===== src/include/mas_pkg.sv =====
// mas_pkg: shared constants for the metering adc serial slave port
// assumes one 20 mhz system clock; all pins arrive asynchronous to it
package mas_pkg;
  // system clock
  localparam int unsigned CLK_HZ = 20_000_000;
  // command byte layout: address in the top five bits, then read flag
  localparam int CMD_W     = 8;
  localparam int ADDR_W    = 5;
  localparam int ADDR_HI   = 7;
  localparam int ADDR_LO   = 3;
  localparam int RDEN_POS  = 2;
  localparam int WR_DATA_W = 8;
  // read words: data right aligned, length code = bytes - 1
  localparam int WORD_W  = 32;
  localparam int LEN_W   = 2;
  localparam int BUF_W   = LEN_W + WORD_W;
  localparam int BUF_DEP = 2;
  // bit counter marks, counted from zero at chip select
  localparam logic [3:0] RDEN_BIT_IDX = 4'h5;
  localparam logic [3:0] CMD_LAST_IDX = 4'h7;
  localparam logic [3:0] WR_LAST_IDX  = 4'hf;
  // filler length used when no word is ready
  localparam logic [5:0] FILL_LAST = 6'h07;
  // data ready pulse length in input clock cycles
  localparam int unsigned RDY_INPUT_CLOCK_FREQUENCY_CYC = 64;
  localparam logic [6:0]  RDY_LAST      = 7'(RDY_INPUT_CLOCK_FREQUENCY_CYC - 1);
  // reset levels
  localparam logic CS_IDLE_LVL  = 1'b1;
  localparam logic PIN_IDLE_LVL = 1'b1;
  // transfer phases
  typedef enum logic [4:0] {
    PH_IDLE  = 5'h01,
    PH_CMD   = 5'h02,
    PH_READ  = 5'h04,
    PH_WRITE = 5'h08,
    PH_DONE  = 5'h10
  } mas_phase_e;
endpackage : mas_pkg


===== src/include/mas_word_if.sv =====
// mas_word_if: valid/ready word stream between the port's modules
// assumes both ends run on the same clock
interface mas_word_if
  import mas_pkg::*;
();
  logic             valid;  // word offered
  logic             ready;  // word taken
  logic [BUF_W-1:0] data;   // {length code, right aligned data}
  // producer end
  modport source (output valid, output data, input ready);
  // consumer end
  modport sink   (input valid, input data, output ready);
endinterface : mas_word_if


===== src/hw/mas_pair_buf.sv =====
// mas_pair_buf: two-entry word buffer with valid/ready on both sides
// assumes flush is a level from the same clock domain
module mas_pair_buf
  import mas_pkg::*;
(
  input  wire logic   clk,
  input  wire logic   rst,
  input  wire logic   flush,
  mas_word_if.sink    inW,
  mas_word_if.source  outW
);
  // whole buffer state
  typedef struct packed {
    logic [BUF_DEP-1:0][BUF_W-1:0] mem;  // entries
    logic                          wrPtr;
    logic                          rdPtr;
    logic [1:0]                    count;
  } mas_buf_state_s;

  mas_buf_state_s st_r;
  mas_buf_state_s st_nxt;

  // while flushing every offered word is taken and dropped
  assign inW.ready  = flush | (st_r.count != 2'(BUF_DEP));
  assign outW.valid = ~flush & (st_r.count != 2'h0);
  assign outW.data  = st_r.mem[st_r.rdPtr];

  // push and pop bookkeeping
  always_comb begin
    st_nxt = st_r;
    if (flush) begin
      st_nxt.count = 2'h0;
      st_nxt.rdPtr = 1'b0;
      st_nxt.wrPtr = 1'b0;
    end else begin
      if (inW.valid && inW.ready) begin
        st_nxt.mem[st_r.wrPtr] = inW.data;
        st_nxt.wrPtr           = ~st_r.wrPtr;
      end
      if (outW.valid && outW.ready) begin
        st_nxt.rdPtr = ~st_r.rdPtr;
      end
      // count moves only when exactly one side fires
      unique case ({inW.valid & inW.ready, outW.valid & outW.ready})
        2'b10:   st_nxt.count = st_r.count + 2'h1;
        2'b01:   st_nxt.count = st_r.count - 2'h1;
        default: st_nxt.count = st_r.count;
      endcase
    end
  end

  // state register
  always_ff @(posedge clk or posedge rst) begin
    if (rst) begin
      st_r <= '0;
    end else begin
      st_r <= st_nxt;
    end
  end
endmodule : mas_pair_buf


===== src/hw/mas_rdy_pulse.sv =====
// mas_rdy_pulse: shared clock-out or data-ready pin driver
// assumes convDone is a one-cycle pulse on clk; crystal clock is a pin
module mas_rdy_pulse
  import mas_pkg::*;
(
  input  wire logic clk,
  input  wire logic rst,
  input  wire logic crystalInPin,
  input  wire logic convDone,
  input  wire logic clockOutEn,
  output logic      clockOutOrDataReadyPin
);
  // whole pulse generator state
  typedef struct packed {
    logic [1:0] xtalSync;  // [0] only feeds [1]
    logic       xtalPrev;
    logic       busy;
    logic [6:0] cnt;
    logic       pin;
  } mas_rdy_state_s;

  localparam mas_rdy_state_s RDY_RST = '{xtalSync: 2'h0, xtalPrev: 1'b0,
    busy: 1'b0, cnt: 7'h00, pin: PIN_IDLE_LVL};

  mas_rdy_state_s st_r;
  mas_rdy_state_s st_nxt;
  logic           xtalRise;

  assign xtalRise               = st_r.xtalSync[1] & ~st_r.xtalPrev;
  assign clockOutOrDataReadyPin = st_r.pin;

  // count input clock edges while the pulse is low
  always_comb begin
    st_nxt          = st_r;
    st_nxt.xtalSync = {st_r.xtalSync[0], crystalInPin};
    st_nxt.xtalPrev = st_r.xtalSync[1];
    if (convDone) begin
      st_nxt.busy = 1'b1;
      st_nxt.cnt  = 7'h00;
    end else if (st_r.busy && xtalRise) begin
      st_nxt.cnt = st_r.cnt + 7'h01;
      if (st_r.cnt == RDY_LAST) begin
        st_nxt.busy = 1'b0;
      end
    end
    // resampled clock costs up to a system cycle of jitter on the pin
    st_nxt.pin = clockOutEn ? st_r.xtalSync[1] : ~st_nxt.busy;
  end

  // state register
  always_ff @(posedge clk or posedge rst) begin
    if (rst) begin
      st_r <= RDY_RST;
    end else begin
      st_r <= st_nxt;
    end
  end
endmodule : mas_rdy_pulse


===== src/hw/mas_spi_slave_port.sv =====
// mas_spi_slave_port: serial slave port of a metering adc
// assumes sclk, csN and mosi are asynchronous pins; the core answers reads
// through a valid/ready word port and takes single-byte writes as strobes
//
// Functional notes
// - data ready pulse lasts 64 input clocks
// - mosi captured on sclk rising edges
// - miso updated on sclk falling edges
// - all words shifted most significant bit first
// - miso high impedance unless transmitting
// - chip select rise aborts, no register change
// - new command accepted once select falls
// - shared pin can carry input clock out
// - command: address 7:3, read bit 2
// - burst read streams consecutive output registers
// - write carries exactly one data byte
module mas_spi_slave_port
  import mas_pkg::*;
(
  input  wire logic              clk,
  input  wire logic              rst,
  input  wire logic              sclkPin,
  input  wire logic              csPinN,
  input  wire logic              mosiPin,
  output logic                   misoOut,
  output logic                   misoOe,
  output logic                   rdReq,
  output logic [ADDR_W-1:0]      rdAddr,
  input  wire logic              rdValid,
  output logic                   rdReady,
  input  wire logic [WORD_W-1:0] rdData,
  input  wire logic [LEN_W-1:0]  rdLen,
  output logic                   wrStb,
  output logic [ADDR_W-1:0]      wrAddr,
  output logic [WR_DATA_W-1:0]   wrData,
  input  wire logic              crystalInPin,
  input  wire logic              convDone,
  input  wire logic              clockOutEn,
  output logic                   clockOutOrDataReadyPin
);
  // whole port state
  typedef struct packed {
    logic [1:0]           sclkSync;  // [0] only feeds [1]
    logic [1:0]           csSync;    // [0] only feeds [1]
    logic [1:0]           mosiSync;  // [0] only feeds [1]
    logic                 sclkPrev;  // for edge detection
    mas_phase_e           phase;
    logic [3:0]           bitCnt;    // bits captured this transfer
    logic [CMD_W-1:0]     shiftIn;   // incoming bits
    logic [ADDR_W-1:0]    addr;      // command address
    logic                 isRead;    // command read flag
    logic [WORD_W-1:0]    txShift;   // outgoing bits, msb at top
    logic [5:0]           txLeft;    // bits still to send of the word
    logic                 miso;
    logic                 misoOe;
    logic                 rdReq;
    logic [ADDR_W-1:0]    rdAddr;    // last requested address
    logic                 wrStb;
    logic [ADDR_W-1:0]    wrAddr;
    logic [WR_DATA_W-1:0] wrData;
  } mas_spi_state_s;

  // reset value: deselected, idle, line released
  localparam mas_spi_state_s SPI_RST = '{
    sclkSync: 2'h0,
    csSync:   {CS_IDLE_LVL, CS_IDLE_LVL},
    mosiSync: 2'h0,
    sclkPrev: 1'b0,
    phase:    PH_IDLE,
    bitCnt:   4'h0,
    shiftIn:  8'h00,
    addr:     5'h00,
    isRead:   1'b0,
    txShift:  32'h0,
    txLeft:   6'h00,
    miso:     1'b0,
    misoOe:   1'b0,
    rdReq:    1'b0,
    rdAddr:   5'h00,
    wrStb:    1'b0,
    wrAddr:   5'h00,
    wrData:   8'h00
  };

  mas_spi_state_s st_r;
  mas_spi_state_s st_nxt;

  // synchronised pin views and edges
  logic sclkRise;
  logic sclkFall;
  logic csActive;
  logic mosiBit;
  logic bufFlush;
  logic loadSlot;      // falling edge that starts a new word
  logic [WORD_W-1:0] aligned;  // popped word moved to the top

  // core to buffer, buffer to shifter
  mas_word_if coreW ();
  mas_word_if txW ();

  assign sclkRise = st_r.sclkSync[1] & ~st_r.sclkPrev;
  assign sclkFall = ~st_r.sclkSync[1] & st_r.sclkPrev;
  assign csActive = ~st_r.csSync[1];
  assign mosiBit  = st_r.mosiSync[1];

  // stale or late answers are dropped while deselected
  assign bufFlush = ~csActive;

  // core answers enter the buffer; its ready stalls the core
  assign coreW.valid = rdValid;
  assign coreW.data  = {rdLen, rdData};
  assign rdReady     = coreW.ready;

  // the shifter pops exactly when it starts a fresh word
  assign loadSlot  = (st_r.phase == PH_READ) & sclkFall & (st_r.txLeft == 6'h00);
  assign txW.ready = loadSlot;

  // two-entry buffer keeps one burst word ahead of the shifter
  mas_pair_buf u_buf (
    .clk   (clk),
    .rst   (rst),
    .flush (bufFlush),
    .inW   (coreW.sink),
    .outW  (txW.source)
  );

  // shared output pin: data ready pulse or forwarded input clock
  mas_rdy_pulse u_rdy (
    .clk                    (clk),
    .rst                    (rst),
    .crystalInPin           (crystalInPin),
    .convDone               (convDone),
    .clockOutEn             (clockOutEn),
    .clockOutOrDataReadyPin (clockOutOrDataReadyPin)
  );

  // move a right aligned word so its msb sits at the top
  always_comb begin
    unique case (txW.data[BUF_W-1 -: LEN_W])
      2'h0:    aligned = {txW.data[7:0], 24'h0};
      2'h1:    aligned = {txW.data[15:0], 16'h0};
      2'h2:    aligned = {txW.data[23:0], 8'h0};
      default: aligned = txW.data[WORD_W-1:0];
    endcase
  end

  // next state of the whole port
  always_comb begin
    st_nxt = st_r;
    // two-flop synchronisers on every pin
    st_nxt.sclkSync = {st_r.sclkSync[0], sclkPin};
    st_nxt.csSync   = {st_r.csSync[0], csPinN};
    st_nxt.mosiSync = {st_r.mosiSync[0], mosiPin};
    st_nxt.sclkPrev = st_r.sclkSync[1];
    // strobes last one cycle
    st_nxt.rdReq = 1'b0;
    st_nxt.wrStb = 1'b0;
    if (!csActive) begin
      // deselected: drop everything, release the line
      st_nxt.phase   = PH_IDLE;
      st_nxt.bitCnt  = 4'h0;
      st_nxt.shiftIn = 8'h00;
      st_nxt.isRead  = 1'b0;
      st_nxt.txLeft  = 6'h00;
      st_nxt.miso    = 1'b0;
      st_nxt.misoOe  = 1'b0;
    end else begin
      unique case (st_r.phase)
        // fresh selection always starts a new command
        PH_IDLE: begin
          st_nxt.phase = PH_CMD;
        end
        // shift in the command byte
        PH_CMD: begin
          if (sclkRise) begin
            st_nxt.shiftIn = {st_r.shiftIn[CMD_W-2:0], mosiBit};
            st_nxt.bitCnt  = st_r.bitCnt + 4'h1;
            if (st_r.bitCnt == RDEN_BIT_IDX) begin
              // address complete and read flag arriving now
              st_nxt.addr   = st_r.shiftIn[ADDR_W-1:0];
              st_nxt.isRead = mosiBit;
              // request early so the word is ready by the first output edge
              if (mosiBit) begin
                st_nxt.rdReq  = 1'b1;
                st_nxt.rdAddr = st_r.shiftIn[ADDR_W-1:0];
              end
            end
            // last two command bits are ignored
            if (st_r.bitCnt == CMD_LAST_IDX) begin
              st_nxt.phase = st_r.isRead ? PH_READ : PH_WRITE;
            end
          end
        end
        // stream words until the master deselects
        PH_READ: begin
          if (sclkFall) begin
            st_nxt.misoOe = 1'b1;
            if (loadSlot) begin
              if (txW.valid) begin
                st_nxt.miso    = aligned[WORD_W-1];
                st_nxt.txShift = {aligned[WORD_W-2:0], 1'b0};
                st_nxt.txLeft  = {1'b0, txW.data[BUF_W-1 -: LEN_W], 3'h7};
                // prefetch the next register of the burst
                st_nxt.rdReq  = 1'b1;
                st_nxt.rdAddr = st_r.rdAddr + 5'h01;
              end else begin
                // core late: send a zero byte rather than slip alignment
                st_nxt.miso    = 1'b0;
                st_nxt.txShift = 32'h0;
                st_nxt.txLeft  = FILL_LAST;
              end
            end else begin
              st_nxt.miso    = st_r.txShift[WORD_W-1];
              st_nxt.txShift = {st_r.txShift[WORD_W-2:0], 1'b0};
              st_nxt.txLeft  = st_r.txLeft - 6'h01;
            end
          end
        end
        // collect the single data byte of a write
        PH_WRITE: begin
          if (sclkRise) begin
            st_nxt.shiftIn = {st_r.shiftIn[CMD_W-2:0], mosiBit};
            st_nxt.bitCnt  = st_r.bitCnt + 4'h1;
            // only a complete byte reaches the core
            if (st_r.bitCnt == WR_LAST_IDX) begin
              st_nxt.wrStb  = 1'b1;
              st_nxt.wrAddr = st_r.addr;
              st_nxt.wrData = {st_r.shiftIn[CMD_W-2:0], mosiBit};
              st_nxt.phase  = PH_DONE;
            end
          end
        end
        // extra clocks after a write are ignored
        PH_DONE: begin
          st_nxt.phase = PH_DONE;
        end
        default: begin
          st_nxt.phase = PH_IDLE;
        end
      endcase
    end
  end

  // state register
  always_ff @(posedge clk or posedge rst) begin
    if (rst) begin
      st_r <= SPI_RST;
    end else begin
      st_r <= st_nxt;
    end
  end

  // outputs straight from the state register
  assign misoOut = st_r.miso;
  assign misoOe  = st_r.misoOe;
  assign rdReq   = st_r.rdReq;
  assign rdAddr  = st_r.rdAddr;
  assign wrStb   = st_r.wrStb;
  assign wrAddr  = st_r.wrAddr;
  assign wrData  = st_r.wrData;
endmodule : mas_spi_slave_port


===== config.mk =====
export PLATFORM = sky130hd
export DESIGN_NAME = mas_spi_slave_port
export DESIGN_NICKNAME = d
export VERILOG_FILES = /design/src/include/mas_pkg.sv /design/src/include/mas_word_if.sv /design/src/hw/mas_pair_buf.sv /design/src/hw/mas_rdy_pulse.sv /design/src/hw/mas_spi_slave_port.sv
export SDC_FILE = /design/constraint.sdc
export NUM_CORES = 1
export LEC_CHECK = 0
export BUFFER_PORTS_ARGS = -buffer_cell sky130_fd_sc_hd__buf_4
export CAP_MARGIN = 30
export CORE_UTILIZATION = 32
export DETAILED_ROUTE_END_ITERATION = 10
export SYNTH_ARGS = -nofsm -noshare
export SYNTH_HDL_FRONTEND = slang
export SYNTH_HIERARCHICAL = 1
export SYNTH_SLANG_ARGS = --single-unit

===== constraint.sdc =====
create_clock -name clk -period 3.8 [get_ports clk]
set_input_delay 0.38 -clock clk [delete_from_list [all_inputs] [get_ports clk]]
set_output_delay 0.38 -clock clk [all_outputs]
set_load 0.01 [all_outputs]

==> results_dict.tcl, run 1 <==
set metrics [dict create \
    status "finished, final reports clean" \
    cts_tree "built" \
    hold_class "in2reg" \
    clock_skew_ps 17.01 \
    fmax_ghz 0.3771 \
    io_buffers 66 \
    postRouteAntennaNets 0 \
    synth-compound-area-share_pct 9.720 \
    syn_area_per_cell_um2 12.22 \
    finalCriticalPeriod_ps 2652 \
    syn_inst 695 \
    die_h_um 164.9 \
    post_synth_mux_area_share_pct 21.58 \
    drt_first_iter_violations 326 \
    areaGrowthSynthToFinish_pct 13.78 \
    n_antenna_cell 0 \
    hold-worst-slack_ps 52.27 \
    drc_errors 0 \
    die_area_mm2 0.02721 \
    root_buffer "clkbuf_16" \
    worst_setup_path_end_kind "flop" \
    cts_buffers 17 \
    vdd_drop_max_mv 0.2199 \
    synth-edff-count 0 \
    synth-adder-area-share_pct 0.8837 \
    slew-limit-headroom_pct 31.45 \
    crit_fanout 25 \
    critPathArrivalTime_ps 2960 \
    gp_congestion 0.7865 \
    drv_slew 0 \
    synth-simple-area-share_pct 10.75 \
    clk-insertion-delay-late_ps 440 \
    finalCritPeriodShare_pct 69.78 \
    finalHoldViolCount 0 \
    synth_seq_cells 172 \
    synthFlopType "dfrtp_1" \
    io_pins 67 \
    synth_area_mm2 0.008496 \
    clk_path_buf_depth 2 \
    worstMarginPinSlew_ps 1028 \
    synth_fp_nets 744 \
    cap_violations 0 \
    core_area_mm2 0.02606 \
    grt_pass1_vias 5515 \
    async_flop_share_pct 100.0 \
    yosys_warnings 6 \
    postCtsResizedCells 0 \
    route.detailed.wl_per_inst_um 16.35 \
    viasPerCell 4.974 \
    tns_ps 0 \
    dpl.hpwl_mm 11.84 \
    num_rows 59 \
    required_ps 4110 \
    grt_usage_pct 13.91 \
    drive_above_1_share_pct 35.48 \
    cts_sinks 172 \
    grt_pass1_wl_mm 29.61 \
    num-fill-cells 2580 \
    cellPowerDensity_mw_per_mm2 482.1 \
    antenna_found_initial 0 \
    synth_xor_area_share_pct 1.134 \
    clkTransAtPathRegs_ps 70 \
    vias 5367 \
    p_leak_nw 4.337 \
    chipWidth_um 164.9 \
    gr-total-overflow 0 \
    setup_viol 0 \
    synth_top_family_by_area "multiplexers" \
    critical_path_class "reg2reg" \
    start_util_pct 32.60 \
    grt_max_degree 39 \
    rsz0062_at_grt "false" \
    synth-seq-area-share_pct 50.72 \
    wirelength_mm 17.64 \
    rrSetupSlack_ps 1150 \
    layout.nets 781 \
    setup.worst_path.start_class "flop" \
    synthDistinctLibCells 73 \
    htreeDepth 4 \
    drt-pass1-iter-count 4 \
]
==> path summary, 6_finish.rpt <==
path | start | endpoint | cells after the start
max in group asynchronous | rst | u_buf/st_r[13] | 4
worst max-delay path | st_r[79] | st_r[44] | 4
min in group asynchronous | rst | st_r[52] | 3
worst min register to register | st_nxt[89] | st_nxt[83] | 0
worst min-delay path | mosiPin | st_nxt[85] | 1
worst max register to register | st_r[79] | st_r[44] | 4
==> sequential cells by signal, summed over array words and instances (netlist names) <==
signal,flops
st_nxt,4
wrData,8
st_r,60
u_rdy/st_r,9
mosiBit,1
wrAddr,5
rdReq,1
wrStb,1
bufFlush,1
u_rdy/clockOutOrDataReadyPin,1
misoOe,1
rdAddr,5
u_rdy/st_nxt,2
u_buf/st_r,72
misoOut,1
==> worst max-delay path: stages (launching register included) <==
cell,delay [ps]
dfrtp_1,500
nor4_1,440
and4b_2,460
nand2b_1,580
a221o_1,540
==> report_power, final <==
group	total, mW	leakage [nW]	switching [mW]	internal [mW]
Sequential	2.18	2.22	0.123	2.05
Combinational	0.808	1.85	0.359	0.449
Clock	1.68	0.268	0.810	0.866
==> per-stage QoR <==
stage	cells	setup slack (ps)	utilization [%]	power, mW	instance area (um2)
3_3_place_gp	1047	1253	34.92	3.008	9099
6_report	1079	1148	37.10	4.661	9667
5_1_grt	1079	916.7	37.10	4.879	9667
3_5_place_dp	1047	1175	34.92	3.026	9099
4_1_cts	1079	1169	37.10	4.723	9667
2_1_floorplan	695	1146	-	2.814	8496
==> layout by cell type (no fill, tap or decap), types with 3 or more instances in the layout <==
master     instances
o21ai_1            3
a221oi_1          14
o31ai_1            3
xor2_1             9
a211oi_1           3
dfrtp_1          168
inv_6              3
nand3_1           10
nor4_1             6
mux2i_1           26
or2_2              3
nor2_1            63
a21oi_1           30
inv_8              4
a22o_1            12
nand2b_1           8
mux2_2            99
or4_1              5
nor3_1             5
clkbuf_16         17
o2bb2ai_1          7
nor2b_1            5
clkinv_4           3
a2bb2oi_1          5
dfstp_2            4
a311oi_1           3
o21ai_0           18
mux2_4            29
buf_4             74
ha_1               6
nand2_1           25
inv_1             11
==> Yosys cell counts, types with 3 or more instances <==
cell	number	area share [%]
a211oi_1	3	0.27
a21oi_1	30	1.8
a221oi_1	14	1.4
a22o_1	12	1.2
a2bb2oi_1	5	0.52
a311oi_1	3	0.31
buf_12	3	0.71
buf_2	18	1.1
buf_4	20	1.8
buf_6	4	0.53
clkbuf_1	13	0.57
dfrtp_1	168	49
dfstp_2	4	1.2
ha_1	6	0.88
inv_1	13	0.57
mux2_2	99	13
mux2_4	29	5.1
mux2i_1	26	3.1
nand2_1	25	1.1
nand2b_1	8	0.59
nand3_1	10	0.59
nor2_1	63	2.8
nor2b_1	5	0.37
nor3_1	5	0.29
nor4_1	6	0.44
o21ai_0	18	1.1
o21ai_1	3	0.18
o2bb2ai_1	7	0.72
o31ai_1	3	0.27
or2_2	3	0.22
or4_1	5	0.44
xor2_1	9	0.93
==> cell type report <==
| class | count | area (um2) | share of cell area [%] |
|---|---|---|---|
| Clock buffer | 18 | 429.2 | 4.440 |
| Sequential cell | 172 | 4309 | 44.58 |
| Inverter | 13 | 50.05 | 0.5177 |
| Clock inverter | 13 | 128.9 | 1.333 |
| Tap cell | 335 | 419.2 | 4.336 |
| Multi-Input combinational cell | 452 | 3745 | 38.74 |
| Timing Repair Buffer | 76 | 585.6 | 6.057 |
==> metal layers <==
| metal | vias to the layer above | part of all wire [%] | GRT usage (%) |
|---|---|---|---|
| li1 | 2575 | - | - |
| met1 | 2688 | 50 | 19.45 |
| met2 | 90 | 46 | 21.75 |
| met3 | 14 | 3.6 | 2.336 |
| met4 | 0 | 0.83 | 4.587 |
| met5 | - | 0 | 0 |
==> repair_timing <==
action                                 CTS  global route
hold buffers                             1             0
endpoints found under the hold margin   21             0
setup buffers                            0             0
==> cell families after synthesis <==
kind of cell             after synthesis
adder cells (fa/ha/maj)                6
AND/OR/NAND/NOR                      163
AO/OA/AOI/OAI                        116
buffers and inverters                 71
XOR/XNOR                              11
multiplexers                         156
flip-flops                           172
(Power assumes the default switching activity.)
==> run 2: changes to the inputs <==
Clock period 3.8 ns to 2.15 ns, I/O delays scaled along.
==> results_dict.tcl, run 2 (synthesis results as in run 1) <==
set metrics [dict create \
    n_antenna_cell 0 \
    finalHoldViolCount 0 \
    mostFrequentLayoutCells "dfrtp_1, buf_4, mux2_2, nor2_1, mux2_4" \
    num_rows 59 \
    chipWidth_um 164.9 \
    postRouteAntennaNets 0 \
    setup_viol 0 \
    crit_fanout 11 \
    core_area_mm2 0.02606 \
    place_inst 1095 \
    grt_pass1_vias 5720 \
    dpl.hpwl_mm 12.35 \
    cellPowerDensity_mw_per_mm2 818.8 \
    grt_max_degree 73 \
    hold_class "in2reg" \
    crit_top_cell "buf_4" \
    gr-total-overflow 0 \
    cap_violations 0 \
    fmax_ghz 0.4859 \
    worstMarginPinSlew_ps 623.4 \
    p_leak_nw 4.689 \
    areaGrowthSynthToFinish_pct 21.74 \
    layout.nets 838 \
    io_pins 67 \
    antenna_found_initial 0 \
    finalCriticalPeriod_ps 2058 \
    start_util_pct 32.60 \
    drc_errors 0 \
    vdd_drop_max_mv 0.4018 \
    die_h_um 164.9 \
    die_area_mm2 0.02721 \
    final_core_util_pct 39.69 \
    cts_setup_buffers 0 \
    worst_setup_path_end_kind "flop" \
    setup.worst_path.start_class "flop" \
    cts_tree "built" \
    crit_path_top_delay_cell "dfrtp_1" \
    critPathMaxStageDelay_ps 470 \
    clk-insertion-delay-late_ps 430 \
    grt_pass1_wl_mm 29.90 \
    finalCritPeriodShare_pct 95.72 \
    clk_path_buf_depth 2 \
    slew-limit-headroom_pct 58.35 \
    cts_buffers 17 \
    critPathArrivalTime_ps 2360 \
    layout_commonest_cell "dfrtp_1" \
    drive_above_1_share_pct 41.02 \
    critical_path_class "reg2reg" \
    clkTransAtPathRegs_ps 80 \
    wirelength_mm 18.05 \
    drt-pass1-iter-count 5 \
    largest_register "u_buf/st_r" \
    root_buffer "clkbuf_16" \
    route.detailed.wl_per_inst_um 15.87 \
    required_ps 2450 \
    largest_reg_flops 72 \
    vias 5601 \
    io_buffers 66 \
    design_area_mm2 0.01034 \
    grt_usage_pct 14.06 \
    crit_path_cell_trace "nor4_2, buf_4, and4b_2, nand2b_1, buf_4, a221oi_1, nor2_1" \
    instances_no_fill 1137 \
    clock_skew_ps 15.07 \
    cts_sinks 172 \
    gp_congestion 0.7846 \
    htreeDepth 4 \
    status "finished, final reports clean" \
    drv_slew 0 \
    top_regs "u_buf/st_r: 72 flops, st_r: 60 flops, u_rdy/st_r: 9 flops" \
    drt_first_iter_violations 317 \
    viasPerCell 4.926 \
    placed_area_mm2 0.009553 \
    p_total_mw 8.468 \
]
-- run 2: cell count changes in the layout (fill, tap and decap cells not counted), sizes merged --
cell,delta
inv,-1
buf,+48
clkinvlp,+2
clkbuf,+1
dlygate4sd3,+8
-- run 2: path summary, 6_finish.rpt --
check                           start        endpoint  slack, ps  depth (start not counted)
hold reg to reg            st_nxt[87]        bufFlush        350                          0
hold / removal             rdData[18]  u_buf/st_r[22]         20                          2
max in group asynchronous         rst        st_r[31]       1110                          4
setup reg to reg             st_r[82]        st_r[50]         90                          7
setup / recovery             st_r[82]        st_r[50]         90                          7
min in group asynchronous         rst   u_rdy/st_r[2]        400                          3
-- run 2: per-stage QoR --
stage	setup slack, ps	setup TNS, ps	hold slack (ps)
3_3_place_gp	-0.2576	-0.2576	292.1
2_1_floorplan	-144.4	-210.0	78.98
4_1_cts	22.76	0	1.078
5_1_grt	-43.82	-90.96	0.6058
3_5_place_dp	-29.32	-45.24	293.0
6_report	91.97	0	18.93
-- run 2: power breakdown --
group	internal (mW)	switching, mW	total [mW]
clock	1.58	1.46	3.04
sequential	3.63	0.215	3.85
combinational	0.908	0.677	1.58
total	6.12	2.35	8.47
-- run 2: layout make-up --
class	instances	area (um2)
Fill cell	2517	15720
Tap cell	335	419.2
Multi-Input combinational cell	452	3816
Timing Repair Buffer	133	1150
Clock inverter	14	151.4
Inverter	13	52.55
Sequential cell	172	4314
Clock buffer	18	439.2
-- run 2: worst max-delay path, delay by kind of cell, from the launching register on --
kind / cells / cell delay [ps]
buffers and inverters: 2 / 380
DFF: 1 / 470
and+or+nand+nor: 4 / 870
AOI/OAI and AO/OA: 1 / 220
-- run 2: timing repair --
action | in CTS | in global routing
hold buffers | 9 | 0
setup endpoints to repair | 6 | 27
hold endpoints to repair | 111 | 0
cloned | 0 | 1
resized for setup | 3 | 20
pin swaps | 0 | 3
-- run 2: per-layer routing --
layer / part of all wire [%] / global-route usage [%] / vias to the layer above
met2: 47 / 21.94 / 81
li1: - / - / 2698
met3: 2.6 / 2.888 / 5
met1: 50 / 19.68 / 2817
met4: 0.55 / 3.753 / 0
met5: 0 / 0 / -
==> run 3: changes to the inputs <==
Settings changed: CELL_PAD_IN_SITES_DETAIL_PLACEMENT set to 1, CELL_PAD_IN_SITES_GLOBAL_PLACEMENT set to 2, PLACE_DENSITY_LB_ADDON set to 0.1.
==> results_dict.tcl, run 3 (synthesis results as in run 1) <==
set metrics [dict create \
    status "finished, final reports clean" \
    slew-limit-headroom_pct 53.35 \
    cts_tree "built" \
    drt-pass1-iter-count 4 \
    io_pins 67 \
    cts_buffers 17 \
    root_buffer "clkbuf_16" \
    crit_path_top_delay_cell "or4b_4" \
    core_area_mm2 0.02606 \
    required_ps 2460 \
    viasPerCell 5.009 \
    dpl.hpwl_mm 14.90 \
    setup_viol 0 \
    rr_worst_depth 7 \
    layout_commonest_cell "dfrtp_1" \
    drv_slew 0 \
    crit_path_cell_trace "inv_2, ha_4, or4b_4, or2_4, buf_4, a221oi_1, nor2_1" \
    holdPathStages 2 \
    grt_pass1_vias 6337 \
    grt_usage_pct 16.65 \
    clock_skew_ps 10.69 \
    largest_reg_flops 72 \
    drive_above_1_share_pct 41.20 \
    route.detailed.wl_per_inst_um 18.84 \
    worst_setup_path_end_kind "flop" \
    finalCritPeriodShare_pct 96.51 \
    top_regs "u_buf/st_r: 72 flops, st_r: 60 flops, u_rdy/st_r: 9 flops" \
    p_leak_nw 4.664 \
    rsz0062_at_grt "true" \
    largest_register "u_buf/st_r" \
    n_antenna_cell 0 \
    crit_fanout 7 \
    cts_sinks 172 \
    gp_congestion 0.7718 \
    postRouteAntennaNets 0 \
    setup.worst_path.start_class "flop" \
    gr-total-overflow 0 \
    clk_path_buf_depth 2 \
    num_rows 59 \
    tns_ps 0 \
    path_buf_inv 2 \
    cellPowerDensity_mw_per_mm2 829.6 \
    die_area_mm2 0.02721 \
    critPathArrivalTime_ps 2390 \
    rrSetupSlack_ps 80 \
    htreeDepth 4 \
    grt_pass1_wl_mm 34.69 \
    hold-worst-slack_ps 23.37 \
    chipWidth_um 164.9 \
    wirelength_mm 21.40 \
    clk-insertion-delay-late_ps 430 \
    critical_path_class "reg2reg" \
    vdd_drop_max_mv 0.4298 \
    r2r-start "st_r[23]" \
    fmax_ghz 0.4820 \
    path_delay_family "simple AND/OR/NAND/NOR gates" \
    die_h_um 164.9 \
    antenna_found_initial 0 \
    p_total_mw 8.574 \
    start_util_pct 32.60 \
    mostFrequentLayoutCells "dfrtp_1, buf_4, mux2_2, nor2_1, mux2_4" \
    r2r_end "st_r[45]" \
    drt_first_iter_violations 246 \
    areaGrowthSynthToFinish_pct 21.65 \
    finalCriticalPeriod_ps 2075 \
    clkTransAtPathRegs_ps 70 \
    cap_violations 0 \
    drc_errors 0 \
    vias 5690 \
    hold_class "in2reg" \
    layout.nets 837 \
    critPathMaxStageDelay_ps 460 \
    min_to "u_buf/st_r[15]" \
    finalHoldViolCount 0 \
    hold_start "rdData[11]" \
    num-fill-cells 2772 \
    grt_max_degree 89 \
    worstMarginPinSlew_ps 698.7 \
    io_buffers 66 \
]
[run 3: repair_timing]
item,4_1_cts,5_1_grt
hold buffers,10,0
endpoints found under the setup margin,19,33
pin swaps,2,6
cloned,0,1
hold endpoints to repair,177,0
setup buffers,0,5
gates resized for setup,2,22
[run 3: layout make-up]
class	instances	area, um2	share of cell area [%]
flip-flops and latches	172	4314	41.74
multi-input cells	452	3836	37.12
repair buffers	132	1127	10.91
clock buffers	20	456.7	4.419
well taps	335	419.2	4.056
clock inverters	12	128.9	1.247
inverters	13	52.55	0.5085
[run 3: how the worst max path moves through the flow]
stage	start	to	slack, ps	depth (start not counted)
floorplan	st_r[22]	u_buf/st_r[0]	-140	10
global placement	st_r[23]	st_r[24]	-60	8
detailed placement	st_r[23]	st_r[24]	-100	8
CTS	st_r[22]	u_buf/st_r[0]	20	8
global route	st_r[23]	st_r[52]	-7	7
finish	st_r[23]	st_r[45]	80	7
[run 3: per-layer routing]
layer  track usage (%)  part of all wire [%]  vias up
met5                 0                     0        -
met4             4.629                   1.1        0
met3             2.988                   2.2       18
met2             28.99                    51       67
met1             21.01                    45     2928
li1                  -                     -     2677
[run 3: power breakdown]
part / switching, mW / total, mW / leakage [nW] / internal, mW
combinational: 0.727 / 1.62 / 2.18 / 0.892
clock: 1.41 / 3.11 / 0.275 / 1.69
sequential: 0.218 / 3.85 / 2.21 / 3.63
total: 2.36 / 8.57 / 4.66 / 6.21
[run 3: per-stage QoR]
stage	cell area, um2	util (%)	std cells	worst slack, ps
6_report	10330	39.66	1136	75.13
5_1_grt	10330	39.66	1136	-7.205
4_1_cts	10170	39.02	1130	16.58
3_5_place_dp	9475	36.36	1088	-102.4
3_3_place_gp	9475	36.36	1088	-63.88
2_1_floorplan	8544	-	695	-144.4
